`src/common/pst_pkg.sv`:
```
/*
  pst_pkg: shared constants and carriers for the potentiometer volatile
  register bank (status and terminal control).
  Assumes: one 10 MHz clock; the serial front end decodes commands
  into one-cycle requests on the same clock.
*/
package pst_pkg;

  // ==========================================================
  // widths and address map
  localparam int unsigned PST_DW    = 9;
  localparam int unsigned PST_AW    = 4;
  localparam int unsigned PST_NNET  = 4;
  localparam logic [3:0] ADR_VWIP0  = 4'h0;
  localparam logic [3:0] ADR_VWIP1  = 4'h1;
  localparam logic [3:0] ADR_NVWIP0 = 4'h2;
  localparam logic [3:0] ADR_NVWIP1 = 4'h3;
  localparam logic [3:0] ADR_TCTL0  = 4'h4;
  localparam logic [3:0] ADR_STATUS = 4'h5;
  localparam logic [3:0] ADR_VWIP2  = 4'h6;
  localparam logic [3:0] ADR_VWIP3  = 4'h7;
  localparam logic [3:0] ADR_NVWIP2 = 4'h8;
  localparam logic [3:0] ADR_NVWIP3 = 4'h9;
  localparam logic [3:0] ADR_TCTL1  = 4'hA;

  // ==========================================================
  // status field positions
  localparam int unsigned ST_WP_BIT    = 0;
  localparam int unsigned ST_RSV1_BIT  = 1;
  localparam int unsigned ST_LOCK0_BIT = 2;
  localparam int unsigned ST_LOCK1_BIT = 3;
  localparam int unsigned ST_NVWA_BIT  = 4;
  localparam int unsigned ST_LOCK2_BIT = 5;
  localparam int unsigned ST_LOCK3_BIT = 6;
  localparam int unsigned ST_RSV7_BIT  = 7;
  localparam int unsigned ST_RSV8_BIT  = 8;

  // ==========================================================
  // terminal control layout: per network nibble {hw_n, a, w, b}
  localparam int unsigned TC_B_BIT   = 0;
  localparam int unsigned TC_W_BIT   = 1;
  localparam int unsigned TC_A_BIT   = 2;
  localparam int unsigned TC_HW_BIT  = 3;
  localparam int unsigned TC_RSV_BIT = 8;
  localparam logic [8:0]  TC_RESET   = 9'h1FF;
  localparam logic [8:0]  WIPER_RESET = 9'h080;

  // ==========================================================
  // command codes from the serial front end
  typedef enum logic [1:0] {
    PST_CMD_WRITE = 2'b00,
    PST_CMD_INCR  = 2'b01,
    PST_CMD_DECR  = 2'b10,
    PST_CMD_READ  = 2'b11
  } pst_cmd_e;

  typedef struct packed {
    logic     valid;
    pst_cmd_e cmd;
    logic [3:0] addr;
    logic [8:0] wdata;
  } pst_req_s;

  typedef struct packed {
    logic       valid;
    logic [8:0] rdata;
    logic       error;
    logic       done;
  } pst_rsp_s;

  // per network switch controls
  typedef struct packed {
    logic hw_shutdown_n;
    logic term_a_connect;
    logic wiper_connect;
    logic term_b_connect;
  } pst_term_s;

endpackage : pst_pkg

```
`src/verilog/pst_sync.sv`:
```
/*
  pst_sync: two-flop synchroniser for asynchronous pin levels.
  Assumes: destination clock is i_mclk; first flop feeds only the second.
*/
`timescale 1ns/1ps
module pst_sync #(
  parameter int unsigned W = 1
) (
  input  wire logic         i_mclk,
  input  wire logic         i_rst,
  input  wire logic [W-1:0] i_async,
  input  wire logic [W-1:0] i_rst_val,
  output logic      [W-1:0] o_sync
);
  typedef struct packed {
    logic [W-1:0] meta;
    logic [W-1:0] sync;
  } pst_sync_s;

  pst_sync_s st_r;
  pst_sync_s st_nxt;

  // refuse a zero width while elaborating, not at run time
  if (W < 1) begin : g_bad_width
    $error("pst_sync: width must be at least one");
  end

  // ==========================================================
  // shift chain; reset clears both flops to zero, i_rst_val is never used
  always_comb begin
    st_nxt      = st_r;
    st_nxt.meta = i_async;
    st_nxt.sync = st_r.meta;
  end

  always_ff @(posedge i_mclk or posedge i_rst) begin
    if (i_rst) begin
      st_r <= '0;
    end else begin
      st_r <= st_nxt;
    end
  end

  assign o_sync = st_r.sync;
  logic unused_rv;
  assign unused_rv = |i_rst_val;
endmodule : pst_sync

```
`src/verilog/pst_tctl_reg.sv`:
```
/*
  pst_tctl_reg: one nine-bit terminal control register with per-network
  lock masking and deferred application to the terminal switches.
  Assumes: writes arrive as one-cycle strobes; i_apply pulses when the
  carrying serial command completes.
*/
`timescale 1ns/1ps
module pst_tctl_reg
  import pst_pkg::*;
(
  input  wire logic       i_mclk,
  input  wire logic       i_rst,
  input  wire logic       i_wr,
  input  wire logic [8:0] i_wdata,
  input  wire logic [1:0] i_lock,
  input  wire logic       i_apply,
  output logic      [8:0] o_value,
  output logic      [7:0] o_switch
);
  typedef struct packed {
    logic [7:0] shadow;
    logic [7:0] live;
  } pst_tc_s;

  pst_tc_s st_r;
  pst_tc_s st_nxt;

  // ==========================================================
  // locked nibbles keep old bits; the reserved top bit is never stored
  always_comb begin
    st_nxt = st_r;
    if (i_wr) begin
      if (!i_lock[0]) st_nxt.shadow[3:0] = i_wdata[3:0];
      if (!i_lock[1]) st_nxt.shadow[7:4] = i_wdata[7:4];
    end
    if (i_apply) begin
      st_nxt.live = st_nxt.shadow;
    end
  end

  always_ff @(posedge i_mclk or posedge i_rst) begin
    if (i_rst) begin
      st_r <= {TC_RESET[7:0], TC_RESET[7:0]};
    end else begin
      st_r <= st_nxt;
    end
  end

  assign o_value  = {1'b1, st_r.shadow};
  assign o_switch = st_r.live;
endmodule : pst_tctl_reg

```
`src/verilog/pst_regs.sv`:
```
/*
  pst_regs: volatile register bank of a quad digital potentiometer:
  four volatile wipers, status, two terminal control registers.
  Assumes: a serial front end on i_mclk issues one-cycle requests and
  a one-cycle command-complete strobe; nonvolatile lock and protect bits
  and the write-active level come from the memory controller.
*/
// Notes on behaviour
// - seven volatile locations: wipers, status, terminal controls
// - status at address 05h, read only
// - reserved bits always read as one
// - status bits 6,5,3,2 show network locks
// - locked network refuses wiper and terminal writes
// - lock bits mirror nonvolatile, reloaded at reset
// - lock and protect bits not writable normally
// - status bit 4 shows write cycle active
// - during write cycle only 00h,01h,04h,05h allowed
// - status bit 0 is pin OR internal protect
// - protection blocks every nonvolatile write
// - protection never blocks volatile register writes
// - terminal registers: four bits per network
// - terminal value applies after command completes
// - terminal registers reset to 1FFh
// - zero hardware bit forces network shutdown
// - terminal bits connect A, W, B when one
// - terminal changes leave wipers untouched
// - locations nine bits wide, sixteen addresses
// - disallowed command raises error condition
`timescale 1ns/1ps
module pst_regs
  import pst_pkg::*;
#(
  parameter int unsigned WIPER_FULL = 256
) (
  input  wire logic                 i_mclk,
  input  wire logic                 i_rst,
  input  wire pst_pkg::pst_req_s    i_req,
  input  wire logic                 i_cmd_done,
  input  wire logic                 i_err_clear,
  input  wire logic                 i_wp_pin_n,
  input  wire logic                 i_nv_wp,
  input  wire logic [3:0]           i_nv_lock,
  input  wire logic                 i_nv_write_active,
  output pst_pkg::pst_rsp_s         o_rsp,
  output logic                      o_nv_write_req,
  output logic [3:0]                o_nv_write_addr,
  output logic [8:0]                o_nv_write_data,
  output pst_pkg::pst_term_s [3:0]  o_term,
  output logic [3:0][8:0]           o_wiper
);
  import pst_pkg::*;

  // only the two ladder sizes have a defined full-scale clamp
  if (WIPER_FULL != 256 && WIPER_FULL != 128) begin : g_bad_full
    $error("pst_regs: WIPER_FULL must be 128 or 256");
  end

  localparam logic [8:0] WFULL = 9'(WIPER_FULL);

  // ==========================================================
  // module state
  typedef struct packed {
    logic [3:0][8:0] wiper;
    logic [3:0]      lock;
    logic            wp_int;
    logic            nvwa;
    logic            error;
    pst_rsp_s        rsp;
    logic            nvw_req;
    logic [3:0]      nvw_addr;
    logic [8:0]      nvw_data;
    pst_term_s [3:0] term;
  } pst_st_s;

  pst_st_s st_r;
  pst_st_s st_nxt;

  logic       wp_pin_n_s;
  logic [8:0] tc0_val, tc1_val;
  logic [7:0] tc0_sw, tc1_sw;
  logic       tc0_wr, tc1_wr;
  logic       allowed, is_write;

  // ==========================================================
  // helpers: network owning an address, and its wiper index
  function automatic logic [2:0] net_of(input logic [3:0] a);
    unique case (a)
      ADR_VWIP0, ADR_NVWIP0: net_of = 3'h0;
      ADR_VWIP1, ADR_NVWIP1: net_of = 3'h1;
      ADR_VWIP2, ADR_NVWIP2: net_of = 3'h2;
      ADR_VWIP3, ADR_NVWIP3: net_of = 3'h3;
      default:               net_of = 3'h4;
    endcase
  endfunction : net_of

  function automatic logic is_vwiper(input logic [3:0] a);
    is_vwiper = (a == ADR_VWIP0) || (a == ADR_VWIP1) ||
                (a == ADR_VWIP2) || (a == ADR_VWIP3);
  endfunction : is_vwiper

  function automatic logic is_nv(input logic [3:0] a);
    is_nv = (a == ADR_NVWIP0) || (a == ADR_NVWIP1) || (a == ADR_NVWIP2) ||
            (a == ADR_NVWIP3) || (a >= 4'hB);
  endfunction : is_nv

  // combined protection: pin pulled low, or the stored protect bit
  function automatic logic wp_active(input logic pin_n, input logic nv_bit);
    wp_active = !pin_n || nv_bit;
  endfunction : wp_active

  // ==========================================================
  // write-protect pin crosses from outside; two flops first
  pst_sync #(.W(1)) u_wp_sync (
    .i_mclk    (i_mclk),
    .i_rst     (i_rst),
    .i_async   (i_wp_pin_n),
    .i_rst_val (1'b1),
    .o_sync    (wp_pin_n_s)
  );

  // ==========================================================
  // terminal control registers, lock masked per nibble
  assign is_write = i_req.valid && (i_req.cmd == PST_CMD_WRITE);
  assign tc0_wr   = is_write && allowed && (i_req.addr == ADR_TCTL0);
  assign tc1_wr   = is_write && allowed && (i_req.addr == ADR_TCTL1);

  pst_tctl_reg u_tc0 (
    .i_mclk   (i_mclk),
    .i_rst    (i_rst),
    .i_wr     (tc0_wr),
    .i_wdata  (i_req.wdata),
    .i_lock   (st_r.lock[1:0]),
    .i_apply  (i_cmd_done),
    .o_value  (tc0_val),
    .o_switch (tc0_sw)
  );

  pst_tctl_reg u_tc1 (
    .i_mclk   (i_mclk),
    .i_rst    (i_rst),
    .i_wr     (tc1_wr),
    .i_wdata  (i_req.wdata),
    .i_lock   (st_r.lock[3:2]),
    .i_apply  (i_cmd_done),
    .o_value  (tc1_val),
    .o_switch (tc1_sw)
  );

  // ==========================================================
  // command legality: busy window, disallowed ops, error latch
  always_comb begin
    allowed = !st_r.error;
    if (st_r.nvwa && !(i_req.addr == ADR_VWIP0 || i_req.addr == ADR_VWIP1 ||
        i_req.addr == ADR_TCTL0 || i_req.addr == ADR_STATUS)) begin
      allowed = 1'b0;
    end
    if (i_req.addr == ADR_STATUS && i_req.cmd != PST_CMD_READ) begin
      allowed = 1'b0;
    end
    if ((i_req.cmd == PST_CMD_INCR || i_req.cmd == PST_CMD_DECR) &&
        !is_vwiper(i_req.addr)) begin
      allowed = 1'b0;
    end
  end

  // ==========================================================
  // next-state: status mirrors, wiper updates, read data
  always_comb begin
    logic [2:0] net;
    logic       locked;
    logic [8:0] rd;
    net    = net_of(i_req.addr);
    locked = (net < 3'h4) && st_r.lock[net[1:0]];
    rd     = '0;
    st_nxt = st_r;
    st_nxt.lock   = i_nv_lock;
    st_nxt.wp_int = i_nv_wp;
    st_nxt.nvwa   = i_nv_write_active;
    st_nxt.rsp    = '0;
    st_nxt.nvw_req = 1'b0;
    if (i_err_clear) begin
      st_nxt.error = 1'b0;
    end
    if (i_req.valid) begin
      st_nxt.rsp.valid = 1'b1;
      st_nxt.rsp.done  = 1'b1;
      if (!allowed) begin
        st_nxt.rsp.error = 1'b1;
        st_nxt.error     = 1'b1;
      end else begin
        unique case (i_req.cmd)
          PST_CMD_READ: begin
            unique case (i_req.addr)
              ADR_STATUS: begin
                rd[ST_RSV8_BIT]  = 1'b1;
                rd[ST_RSV7_BIT]  = 1'b1;
                rd[ST_RSV1_BIT]  = 1'b1;
                rd[ST_LOCK3_BIT] = st_r.lock[3];
                rd[ST_LOCK2_BIT] = st_r.lock[2];
                rd[ST_LOCK1_BIT] = st_r.lock[1];
                rd[ST_LOCK0_BIT] = st_r.lock[0];
                rd[ST_NVWA_BIT]  = st_r.nvwa;
                rd[ST_WP_BIT]    = wp_active(wp_pin_n_s, st_r.wp_int);
              end
              ADR_TCTL0: rd = tc0_val;
              ADR_TCTL1: rd = tc1_val;
              ADR_VWIP0: rd = st_r.wiper[0];
              ADR_VWIP1: rd = st_r.wiper[1];
              ADR_VWIP2: rd = st_r.wiper[2];
              ADR_VWIP3: rd = st_r.wiper[3];
              default:   rd = '0;
            endcase
            st_nxt.rsp.rdata = rd;
          end
          PST_CMD_WRITE: begin
            if (is_vwiper(i_req.addr) && !locked) begin
              st_nxt.wiper[net[1:0]] = i_req.wdata;
            end else if (is_nv(i_req.addr)) begin
              if (!locked && !wp_active(wp_pin_n_s, st_r.wp_int)) begin
                st_nxt.nvw_req  = 1'b1;
                st_nxt.nvw_addr = i_req.addr;
                st_nxt.nvw_data = i_req.wdata;
              end
            end
          end
          PST_CMD_INCR: begin
            if (!locked && st_r.wiper[net[1:0]] < WFULL) begin
              st_nxt.wiper[net[1:0]] = st_r.wiper[net[1:0]] + 9'h001;
            end
          end
          PST_CMD_DECR: begin
            if (!locked && st_r.wiper[net[1:0]] != '0 &&
                st_r.wiper[net[1:0]] <= WFULL) begin
              st_nxt.wiper[net[1:0]] = st_r.wiper[net[1:0]] - 9'h001;
            end
          end
          default: ;
        endcase
      end
    end
    // switches follow only applied terminal values; wipers untouched
    for (int n = 0; n < 2; n++) begin
      st_nxt.term[n]   = pst_term_s'(tc0_sw[n*4 +: 4]);
      st_nxt.term[n+2] = pst_term_s'(tc1_sw[n*4 +: 4]);
    end
  end

  // ==========================================================
  // state register; locks reload from nv inputs the cycle after reset
  always_ff @(posedge i_mclk or posedge i_rst) begin
    if (i_rst) begin
      st_r       <= '0;
      st_r.wiper <= {4{WIPER_RESET}};
      st_r.term  <= {4{4'hF}};
    end else begin
      st_r <= st_nxt;
    end
  end

  assign o_rsp           = st_r.rsp;
  assign o_nv_write_req  = st_r.nvw_req;
  assign o_nv_write_addr = st_r.nvw_addr;
  assign o_nv_write_data = st_r.nvw_data;
  assign o_term          = st_r.term;
  assign o_wiper         = st_r.wiper;
endmodule : pst_regs

```
`config.mk`:
```
export PLATFORM = sky130hd
export DESIGN_NAME = pst_regs
export DESIGN_NICKNAME = d
export VERILOG_FILES = /design/src/common/pst_pkg.sv /design/src/verilog/pst_sync.sv /design/src/verilog/pst_tctl_reg.sv /design/src/verilog/pst_regs.sv
export SDC_FILE = /design/constraint.sdc
export NUM_CORES = 1
export LEC_CHECK = 0
export CAP_MARGIN = 0
export CORE_MARGIN = 5
export CORE_UTILIZATION = 45
export CTS_BUF_LIST = sky130_fd_sc_hd__clkbuf_8
export DETAILED_ROUTE_END_ITERATION = 10
export DONT_BUFFER_PORTS = 1
export SYNTH_ARGS = -nofsm -noshare
export SYNTH_HDL_FRONTEND = slang
export SYNTH_HIERARCHICAL = 1
export SYNTH_SLANG_ARGS = --single-unit
```
`constraint.sdc`:
```
create_clock -name i_mclk -period 4.9 [get_ports i_mclk]
set_clock_uncertainty 0.15 [all_clocks]
set_input_delay 0.245 -clock i_mclk [delete_from_list [all_inputs] [get_ports i_mclk]]
set_output_delay 0.245 -clock i_mclk [all_outputs]
set_load 0.01 [all_outputs]
```
# ---- Word-level counts from Yosys, hierarchy flattened
# Memory sizes are Yosys's and may differ from the RTL's.
# Cells that the tools add are included.
dict set report word_totals {
  ff_bits 119
  romBits 48
  n_memories 1
}
dict set report op_classes {
  add_sub_neg 2
  order_cmp 6
  mux 34
  eq_ne 17
  bitwise_logic 1
  n_reduce_logical 37
}
# name words width rd rd_clocked_by_memory_dff wr line_no
set mem_list {}
lappend mem_list {{(no name shown)} 16 3 1 0 0 pst_regs.sv:87} ;# unique case (a)
# cell count
set op_table {}
lappend op_table {{$bwmux W36} 3}
lappend op_table {{$mux W36} 3}
lappend op_table {{$pmux W36 S3} 1}
lappend op_table {{$mux W14} 5}
lappend op_table {{$pmux W9 S7} 1}
lappend op_table {{$mux W9} 4}
lappend op_table {{$mux W27} 1}
lappend op_table {{$bmux W9 S2} 1}
lappend op_table {{$demux W9 S2} 1}
lappend op_table {{$eq A4 B3 Y1 const B} 4}
lappend op_table {{$mux W4} 4}
lappend op_table {{$mux W8} 2}
lappend op_table {{$logic_and A1 B1 Y1} 14}
lappend op_table {{$eq A4 B4 Y1 const B} 3}
lappend op_table {{$reduce_and A6 Y1} 2}
lappend op_table {{$logic_or A1 B1 Y1} 11}
lappend op_table {{$add A9 B1 Y9 const B} 1}
lappend op_table {{$le A9 B9 Y1 const B} 1}
lappend op_table {{$lt A9 B9 Y1 const B} 1}
lappend op_table {{$reduce_bool A9 Y1} 1}
lappend op_table {{$sub A9 B1 Y9 const B} 1}
lappend op_table {{$eq A4 B2 Y1 const B} 2}
lappend op_table {{$mux W1} 7}
lappend op_table {{$logic_not A1 Y1} 6}
lappend op_table {{other kinds (14)} 17}

# ---- Logic depth before layout (Yosys ltp)
# Gate-level depths: netlist (run 1).
dict set report logic_depth {
  ltp_word 12
  depth_mapped 11
  depth_no_buf 9
}

# ---- By module
# The synthesis (run 1) kept the hierarchy.
# module area_each_um2 n_inst cells_each
set by_module_without_submodules {}
lappend by_module_without_submodules {pst_regs 5509.0 1 579}
lappend by_module_without_submodules {pst_tctl_reg 810.8 2 66}
lappend by_module_without_submodules {pst_sync 53.8 1 3}

# ---- Least setup slack after synthesis (run 1)
# OpenSTA, ideal clock, no wires.
dict set report synth_timing {
  path_kind {input-to-reg}
  startpoint {input i_req[13] in the netlist's numbering}
  endpoint {register u_tc0.st_r, in the netlist u_tc0/o_switch[3]}
  path_stages 10
  n_path_buf 1
  arrival_time_ns 2.652
  setup_slack_ns 2.011
  setup_ns 0.088
  cell_sequence {inv_1 > ha_1 > a221oi_1 > o21bai_1 > nor2_1 > nand3b_1 > nor4b_1 > buf_6 > nor2b_4 > o211ai_1}
}
dict set report synth_between {
  elab_chain_cells 7
  word_cells_on_any_way 13
  classes_between {eq/ne: 3; mux: 3; reduce/logical: 7}
}
# item line_no
set synth_rtl {}
lappend synth_rtl {{from (decl)} pst_regs.sv:37} ;# input wire pst_pkg::pst_req_s i_req,
lappend synth_rtl {{$ne A2 B2 Y1 (tied with other cells)} pst_regs.sv:157} ;# if (i_req.addr == ADR_STATUS && i_req.cmd != PST_CMD_READ) begin
lappend synth_rtl {{$logic_and A1 B1 Y1 or $logic_or A1 B1 Y1 (tied branches)} {pst_regs.sv:157, pst_regs.sv:160}}
lappend synth_rtl {{$mux W1 or $logic_and A1 B1 Y1 (tied branches)} {pst_regs.sv:157, pst_regs.sv:160}}
lappend synth_rtl {{$mux W1} pst_regs.sv:160} ;# if ((i_req.cmd == PST_CMD_INCR || i_req.cmd == PST_CMD_DECR) &&
lappend synth_rtl {{$logic_and A1 B1 Y1 * (2 in a row)} pst_regs.sv:124} ;# assign tc0_wr = is_write && allowed && (i_req.addr == ADR_TCTL0);
lappend synth_rtl {{named net tc0_wr} pst_regs.sv:81} ;# logic tc0_wr, tc1_wr;
lappend synth_rtl {{$mux W8 *} pst_tctl_reg.sv:32} ;# if (i_wr) begin
lappend synth_rtl {{to (signal assigned)} pst_tctl_reg.sv:43} ;# st_r <= {TC_RESET[7:0], TC_RESET[7:0]};
lappend synth_rtl {{to (signal assigned)} pst_tctl_reg.sv:45} ;# st_r <= st_nxt;
lappend synth_rtl {{to (decl)} pst_tctl_reg.sv:25} ;# pst_tc_s st_r;
# Mark *: on every way through the listed nets, which the timed path passes. The rest lies on a longest branch.
# A chain may end at the register's enable or synchronous reset.

==> metrics, run 1 <==
status finished, final reports clean; # nets final 682; RSZ-0062 raised after global routing false; Post-Route M1 WL 9150 microns; Fin. Hold Viols 0; Post-DRT Antenna Nets 0; largest net degree at the start of global routing 49; global route overflow 0; CP Cell Sequence mux2i_1 > a221oi_1 > and4bb_2 > nor3b_4 > o21ai_1 > a22o_1; Highest Signal Layer met5; drt wl/cell 25.9 microns; number of setup violations in the final report 0; buffers added on ports 0; Rows 46; pre-CTS setup slack 1440 ps; TritonCTS Buffers 17; fmax 0.284 GHz; Post-Synthesis Cells 713; Register-to-Register Path Depth 6; # diodes 0; Crit. End Element flip-flop; first-pass GRT wire length 34100 microns; Ports 105; # clock sinks 118; non-filler cells, final 879; Post-Syn Area per Cell 10.1 sq um; Slowest cell on crit path a221oi_1; DP Cell Count 818; total track usage 24.8%; core area 15800 sq um; Slew Limit Headroom 29.2%; Critical Path AT 3700 ps; Peak VDD IR 0.000176 V; Layout area overhead 3.22%; share of layout cells above drive strength 1 23.8%; HPWL Detailed 16400 microns; Slew Viols, Final 0; leakage 2.92 nW; Die Span X 136 microns; kind of critical path reg2reg; vias in the first global route 5343; sequential cell area 3020 sq um; root buf cell clkbuf_8; Setup TNS Final 0 ps; Design Area, Final 7410 sq um; measured slew at the worst slew-check pin 1060 ps; post-CTS setup buffer count 0; Vias/cell 6.28; delay of the slowest critical-path stage 880 ps; Die H 136 microns; max cap viols 0; hold path startpoint i_req[10]; H-tree depth 4; die area 18600 sq um; Hold Crit Class in2reg; met2 routed WL 11400 microns; Critical Path Source Type flip-flop; fin util 47.0%; r2r setup slk 1380 ps; Final Cycle Share 71.7%; GPL Wtd Cong 0.968; fillcell total 1489; YS warnings 6; clk buf depth 2; Worst-path clk slew 70 ps; WHS Path Cells 3; WL met3 1440 microns; initial DRC count 492; Post-route DRC 0; initial antenna violation count 1; Cell Area, Synth 7180 sq um; placed inst area 6710 sq um; syn nets 745; crit-path max FO 16; data required time of the critical path 5080 ps; power density over the cells 386 nW/um^2; first drt pass iteration count 6; Starting Density 45.5%; Routed WL 22800 microns; crit path time final 3520 ps; Via Count 5521; Skew-Pair Late Insertion Delay 450 ps; CTS tree done; final worst slack 1380 ps; Hold Path End o_rsp[2]$_DFF_PP0_; area of the multi-input gates 3320 sq um
cell usage in the layout (no fill, tap or decap), types with 4 or more instances in the layout:
cell type,count
a21oi_1,13
a221o_1,5
a221oi_1,11
a22o_1,23
a22oi_1,21
a31oi_1,8
a32o_1,12
and2_1,9
buf_4,6
clkbuf_8,17
clkinv_2,5
clkinvlp_4,4
dfrtp_1,66
dfstp_2,52
dlygate4sd3_1,28
ha_1,5
inv_1,15
mux2_2,40
mux2i_1,10
nand2_1,58
nand2b_1,23
nand2b_4,4
nand3_1,11
nand4_1,4
nand4b_1,16
nor2_1,42
nor2b_1,5
nor2b_4,4
nor3_1,7
o211ai_1,19
o21ai_0,44
o22a_1,8
o22ai_1,8
or2_2,6
xnor2_1,5
xor2_1,4
report_power, final:
part	leakage [nW]	internal [mW]	switching [mW]
Clock	0.200	0.496	0.410
Sequential	1.40	1.10	0.239
Combinational	1.31	0.256	0.365
area by class of cell:
class                      instances  share of cell area [%]
multi-input combinational        463                    44.8
sequential                       118                    40.7
timing repair buffer              35                    4.66
tap                              216                    3.65
clock buffer                      17                    3.16
clock inverter                    15                    2.23
inverter                          15                   0.777
routing by layer:
| layer | vias up | track usage, % |
|---|---|---|
| met5 | - | 0 |
| met4 | 2 | 9.52 |
| met3 | 52 | 6.33 |
| met2 | 246 | 41.5 |
| met1 | 2810 | 30.8 |
| li1 | 2411 | - |
through the flow:
stage | hold WS, ps | total power, mW
finish | 38.5 | 2.86
global route | 29.6 | 2.99
CTS | 6.30 | 2.87
detailed placement | -154 | 1.92
global placement | -158 | 1.91
floorplan | -164 | 1.84
timing repair:
action,CTS,global route
hold endpoints to repair,148,0
hold buffers,29,0
gates resized for setup,0,0
setup endpoints to repair,0,0
how the worst max path moves through the flow:
stage | startpoint | to | slack, ps | cells after the start
4_1_cts | st_r[43]$_DFF_PP0_ | u_tc0/o_switch[2]$_DFFE_PP1P_ | 1400 | 11
3_5_place_dp | i_req[10] | flip-flop | 1440 | 7
2_1_floorplan | i_req[13] | u_tc0/o_switch[3]$_DFFE_PP1P_ | 2010 | 10
6_report | flip-flop | flip-flop | 1380 | 6
3_3_place_gp | i_req[10] | flip-flop | 1540 | 7
5_1_grt | st_r[43]$_DFF_PP0_ | u_tc0/o_switch[2]$_DFFE_PP1P_ | 1200 | 11
critical path: cells and delay by family, from the launching register on:
| family | cells | cell delay, ps |
|---|---|---|
| compound gates | 3 | 1600 |
| simple gates | 2 | 900 |
| flops | 1 | 650 |
| mux | 1 | 100 |
No activity file was read; power rests on OpenSTA's default activity.
==> run 2: changes to the inputs <==
clock period = 3.3 ns   (was 4.9 ns; I/O delays follow)
==> metrics, run 2 (synthesis gave the netlist of run 1 again) <==
leakage 3.13 nW (+7.2%); hold path startpoint i_req[12]; kind of critical path reg2reg; Worst-path clk slew 80 ps (about the same); Register-to-Register Path Depth 8 (+2); buffers and inverters on the worst path 0 (unchanged); post-CTS setup buffer count 0 (unchanged); GPL Wtd Cong 0.940 (-2.9%); Die Span X 136 microns (unchanged); Critical Path Stages 8 (+2); core area 15800 sq um (unchanged); Post-DRT Antenna Nets 0 (unchanged); max cap viols 0 (unchanged); largest net degree at the start of global routing 49 (unchanged); most frequent cells in the layout dfrtp_1 (66), nand2_1 (58), dfstp_2 (52); Critical Path AT 3340 ps (-360 ps); RSZ-0062 raised after global routing false; HPWL Detailed 16900 microns (+2.9%); r2r setup slk 190 ps (-1190 ps); global route overflow 0 (unchanged); fillcell total 1494 (+0.34%); commonest non-fill, non-tap cell in the layout dfrtp_1; critical path's top delay family simple AND/OR/NAND/NOR gates; overall power 4.53 mW (+58%); Slew Viols, Final 0 (unchanged); first-pass GRT wire length 35400 microns (+3.9%); power density over the cells 583 nW/um^2 (+51%); Slew Limit Headroom 48.5% (+19 points); initial antenna violation count 1 (unchanged); # nets final 721 (+5.7%); Critical Path Source Type flip-flop; Final Cycle Share 94.1% (+22 points); delay of the slowest critical-path stage 480 ps (-400 ps); Crit. End Element flip-flop; Post-route DRC 0 (unchanged); root buf cell clkbuf_8; Design Area, Final 7780 sq um (+4.9%); buffers added on ports 0 (unchanged); Rows 46 (unchanged); Hold Path End o_rsp[1]$_DFF_PP0_; Slowest cell on crit path dfrtp_1; H-tree depth 4 (unchanged); first drt pass iteration count 6 (unchanged); data required time of the critical path 3530 ps (-1550 ps); Routed WL 23300 microns (+2.5%); total track usage 25.7% (+0.93 points); Setup TNS Final 0 ps (unchanged); Fin. Hold Viols 0 (unchanged); initial DRC count 541 (+10%); CP Cell Sequence mux2_2 > o21ai_0 > o211ai_4 > nor4_4 > a21oi_2 > nor3b_4 > and2_1 > a32o_1; WHS Path Cells 4 (+1); crit path time final 3110 ps (-409 ps); fmax 0.322 GHz (+13%); crit-path max FO 9 (-7); CTS tree done; Vias/cell 6.24 (-0.68%); share of layout cells above drive strength 1 27.1% (+3.2 points); TritonCTS Buffers 17 (unchanged); die area 18600 sq um (unchanged); drt wl/cell 25.4 microns (-1.8%); placed inst area 6950 sq um (+3.6%); # diodes 0 (unchanged); fin util 49.3% (+2.3 points); sequential cell area 3020 sq um (unchanged); Ports 105 (unchanged); measured slew at the worst slew-check pin 770 ps (-289 ps); status finished, final reports clean; vias in the first global route 5705 (+6.8%); Starting Density 45.5% (unchanged); Peak VDD IR 0.000278 V (+58%); # clock sinks 118 (unchanged); number of setup violations in the final report 0 (unchanged); Hold Crit Class in2reg; Resize count post-CTS 0 (unchanged); Die H 136 microns (unchanged); Layout area overhead 8.33%; Via Count 5727 (+3.7%); Skew-Pair Late Insertion Delay 450 ps (about the same); area of the multi-input gates 3320 sq um (unchanged); clk buf depth 2 (unchanged)
==> run 2: cell count changes in the layout (fill, tap and decap cells not counted) <==
cell / change
bufinv_16: +2
buf_4: +32
dlygate4sd3_1: +7
clkinvlp_4: -1
clkbuf_8: +1
clkinv_2: -2
==> run 2: through the flow <==
step / hold WS, ps / cells / setup slack [ps]
floorplan: -244 / 713 / 491
global placement: -238 / 850 / 344
detailed placement: -235 / 850 / 244
CTS: 1.38 / 918 / 103
global route: 31.9 / 918 / 26.2
finish: 13.7 / 918 / 194
==> run 2: worst max path at each step <==
stage / startpoint / end
final: flip-flop / flip-flop
after global routing: flip-flop / flip-flop
after CTS: st_r[43]$_DFF_PP0_ / u_tc0/o_switch[5]$_DFFE_PP1P_
after detailed placement: flip-flop / flip-flop
after global placement: flip-flop / flip-flop
after floorplan: i_req[13] / u_tc0/o_switch[4]$_DFFE_PP1P_
==> run 2: per-layer routing <==
layer	share of wire [%]	up-vias	wire (microns)	track usage [%]
li1	-	2494	-	-
met2	50	246	11700	43.5
met3	6.2	62	1460	5.55
met1	40	2923	9240	31.3
met5	0.030	-	7	0
met4	4.1	2	947	12.1
==> run 2: power by group <==
group | internal [mW] | switching [mW]
clock network | 0.913 | 0.625
registers | 1.63 | 0.240
logic | 0.465 | 0.662
total | 3.01 | 1.53
==> run 2: cell type report <==
type | count | share of cell area (%)
inverter | 15 | 0.740
clock inverter | 14 | 2.67
sequential | 118 | 38.8
multi-input combinational | 463 | 42.7
clock buffer | 18 | 3.18
timing repair buffer | 74 | 8.43
tap | 216 | 3.47
==> run 2: timing repair <==
item,4_1_cts,5_1_grt
hold endpoints to repair,160,1
hold buffers,36,1
setup endpoints to repair,0,7
==> run 2: worst reg2reg max path, delay by kind of cell (launching register included) <==
kind | cells | cell delay, ps
AND/OR/NAND/NOR | 3 | 1260
AO/OA/AOI/OAI | 4 | 820
flip-flops | 1 | 480
multiplexers | 1 | 310
==> run 3: changes to the inputs <==
CORE_UTILIZATION = 50   (was 45)
PLACE_DENSITY = 0.76   (was not set)
==> metrics, run 3 (synthesis gave the netlist of run 1 again) <==
GR Util met3 8.64% (+3.1 points); sequential cell area 3020 sq um (unchanged); H-tree depth 4 (unchanged); HPWL Detailed 16500 microns (-2.3%); root buf cell clkbuf_8; fmax 0.317 GHz (-1.4%); r2r setup slk 150 ps (-50 ps); GPL Wtd Cong 0.953 (+1.4%); Crit. End Element flip-flop; TritonCTS Buffers 17 (unchanged); Final Cycle Share 95.5% (+1.4 points); crit path time final 3150 ps (+45.2 ps); Setup TNS Final 0 ps (unchanged); Post-route DRC 0 (unchanged); Routed WL 23200 microns (-0.59%); Critical Path Source Type flip-flop; largest net degree at the start of global routing 58 (+18%); CTS tree done; buffers added on ports 0 (unchanged); fillcell total 1211 (-19%); Peak VDD IR 0.000245 V (-12%); power density over the cells 568 nW/um^2 (-2.5%); Worst-path clk slew 70 ps (about the same); Slew Limit Headroom 30.6% (-18 points); # clock sinks 118 (unchanged); crit-path max FO 8 (-1); core area 14000 sq um (-11%); Layout area overhead 8.71%; kind of critical path reg2reg; Logic pwr share 27.1% (+2.2 points); drt wl/cell 25.9 microns (+2.0%); DP Cell Count 818 (-3.8%); Fin. Hold Viols 0 (unchanged); Starting Density 51.3% (+5.8 points); Vias/cell 6.54 (+4.9%); Top Usage Layer GRT met2; first drt pass iteration count 6 (unchanged); die area 16900 sq um (-9.3%); met2 Usage GRT 43.3% (-0.19 points); max cap viols 0 (unchanged); leakage 3.19 nW (+2.1%); commonest non-fill, non-tap cell in the layout dfrtp_1; first-pass GRT wire length 35200 microns (-0.56%); measured slew at the worst slew-check pin 1040 ps (+272 ps); share of layout cells above drive strength 1 27.4% (+0.35 points); data required time of the critical path 3490 ps (-40 ps); # nets final 734 (+1.8%); total track usage 27.9% (+2.1 points); Clock power frac 31.3% (-2.6 points); Power Internal 2.92 mW (-2.9%); met1 Track Usage GR 34.7% (+3.4 points); Hold Crit Class in2reg; Post-DRT Antenna Nets 0 (unchanged); final worst slack 149 ps (-45.2 ps); Sw Share 34.2% (+0.55 points); RSZ-0062 raised after global routing false; Slew Viols, Final 0 (unchanged); area of the multi-input gates 3330 sq um (+0.11%); pre-CTS setup slack 139 ps (-105 ps); overall power 4.44 mW (-2.1%); vias in the first global route 5857 (+2.7%); Via Count 5857 (+2.3%); Die H 130 microns (-4.8%); clk buf depth 2 (unchanged); most frequent cells in the layout dfrtp_1 (66), nand2_1 (58), dfstp_2 (52); Rows 43 (-6.5%); initial DRC count 732 (+35%); status finished, final reports clean; global route overflow 0 (unchanged); share of power burned in registers 41.6% (+0.4 points); non-filler cells, final 895 (-2.5%); Critical Path AT 3340 ps (about the same); initial antenna violation count 2 (+1); # diodes 0 (unchanged); Die Span X 130 microns (-4.8%); Skew-Pair Late Insertion Delay 450 ps (about the same); Ports 105 (unchanged); number of setup violations in the final report 0 (unchanged); P_sw 1.52 mW (-0.52%)
[run 3: final timing paths]
path | cells past startpoint | endpoint | from
max | 10 | flip-flop | flip-flop
max in group asynchronous | 3 | o_term[4]$_DFF_PP1_ | i_rst
min reg2reg | 0 | o_term[12]$_DFF_PP1_ | u_tc1/o_switch[4]$_DFFE_PP1P_
max reg2reg | 10 | flip-flop | flip-flop
min in group asynchronous | 2 | st_r[44]$_DFF_PP0_ | i_rst
min | 4 | o_rsp[1]$_DFF_PP0_ | i_req[10]
[run 3: what timing repair did]
| item | CTS | global route |
|---|---|---|
| hold buffers | 42 | 0 |
| endpoints found under the setup margin | 0 | 22 |
| setup buffers | 0 | 3 |
| resized for setup | 0 | 1 |
| endpoints found under the hold margin | 172 | 0 |
[run 3: per-layer routing]
metal	wire, microns	share of wire (%)
met5	33	0.14
met4	1230	5.3
met2	10700	46
met1	9030	39
met3	2160	9.3
[run 3: metrics by stage]
step / area, sq um / utilization [%] / hold slack [ps]
2_1_floorplan: 7180 / - / -244
3_3_place_gp: 6940 / 49.6 / -239
3_5_place_dp: 6940 / 49.6 / -226
4_1_cts: 7780 / 55.6 / 5.14
5_1_grt: 7810 / 55.8 / 57.6
6_report: 7810 / 55.8 / 29.9
[run 3: power by group through the flow]
| stage | clock network, mW | registers (mW) | logic [mW] |
|---|---|---|---|
| global placement | 0 | 1.86 | 1.09 |
| global route | 1.46 | 1.86 | 1.28 |
| floorplan | 0 | 1.77 | 0.959 |
| detailed placement | 0 | 1.86 | 1.11 |
| finish | 1.39 | 1.85 | 1.20 |
| CTS | 1.40 | 1.84 | 1.17 |
[run 3: layout make-up]
class	count	area share, %
multi-input combinational	463	42.6
clock buffer	20	3.53
clock inverter	12	1.75
timing repair buffer	87	9.84
tap	180	2.89
sequential	118	38.7
inverter	15	0.737
[run 3: critical path, cell delays in order (launching register included)]
cell,delay [ps]
dfrtp_1,470
mux2_2,300
o22ai_1,330
o211ai_4,190
nor4_4,390
and4bb_2,330
nor3b_4,60
buf_4,170
buf_4,140
and2_1,250
a32o_1,260
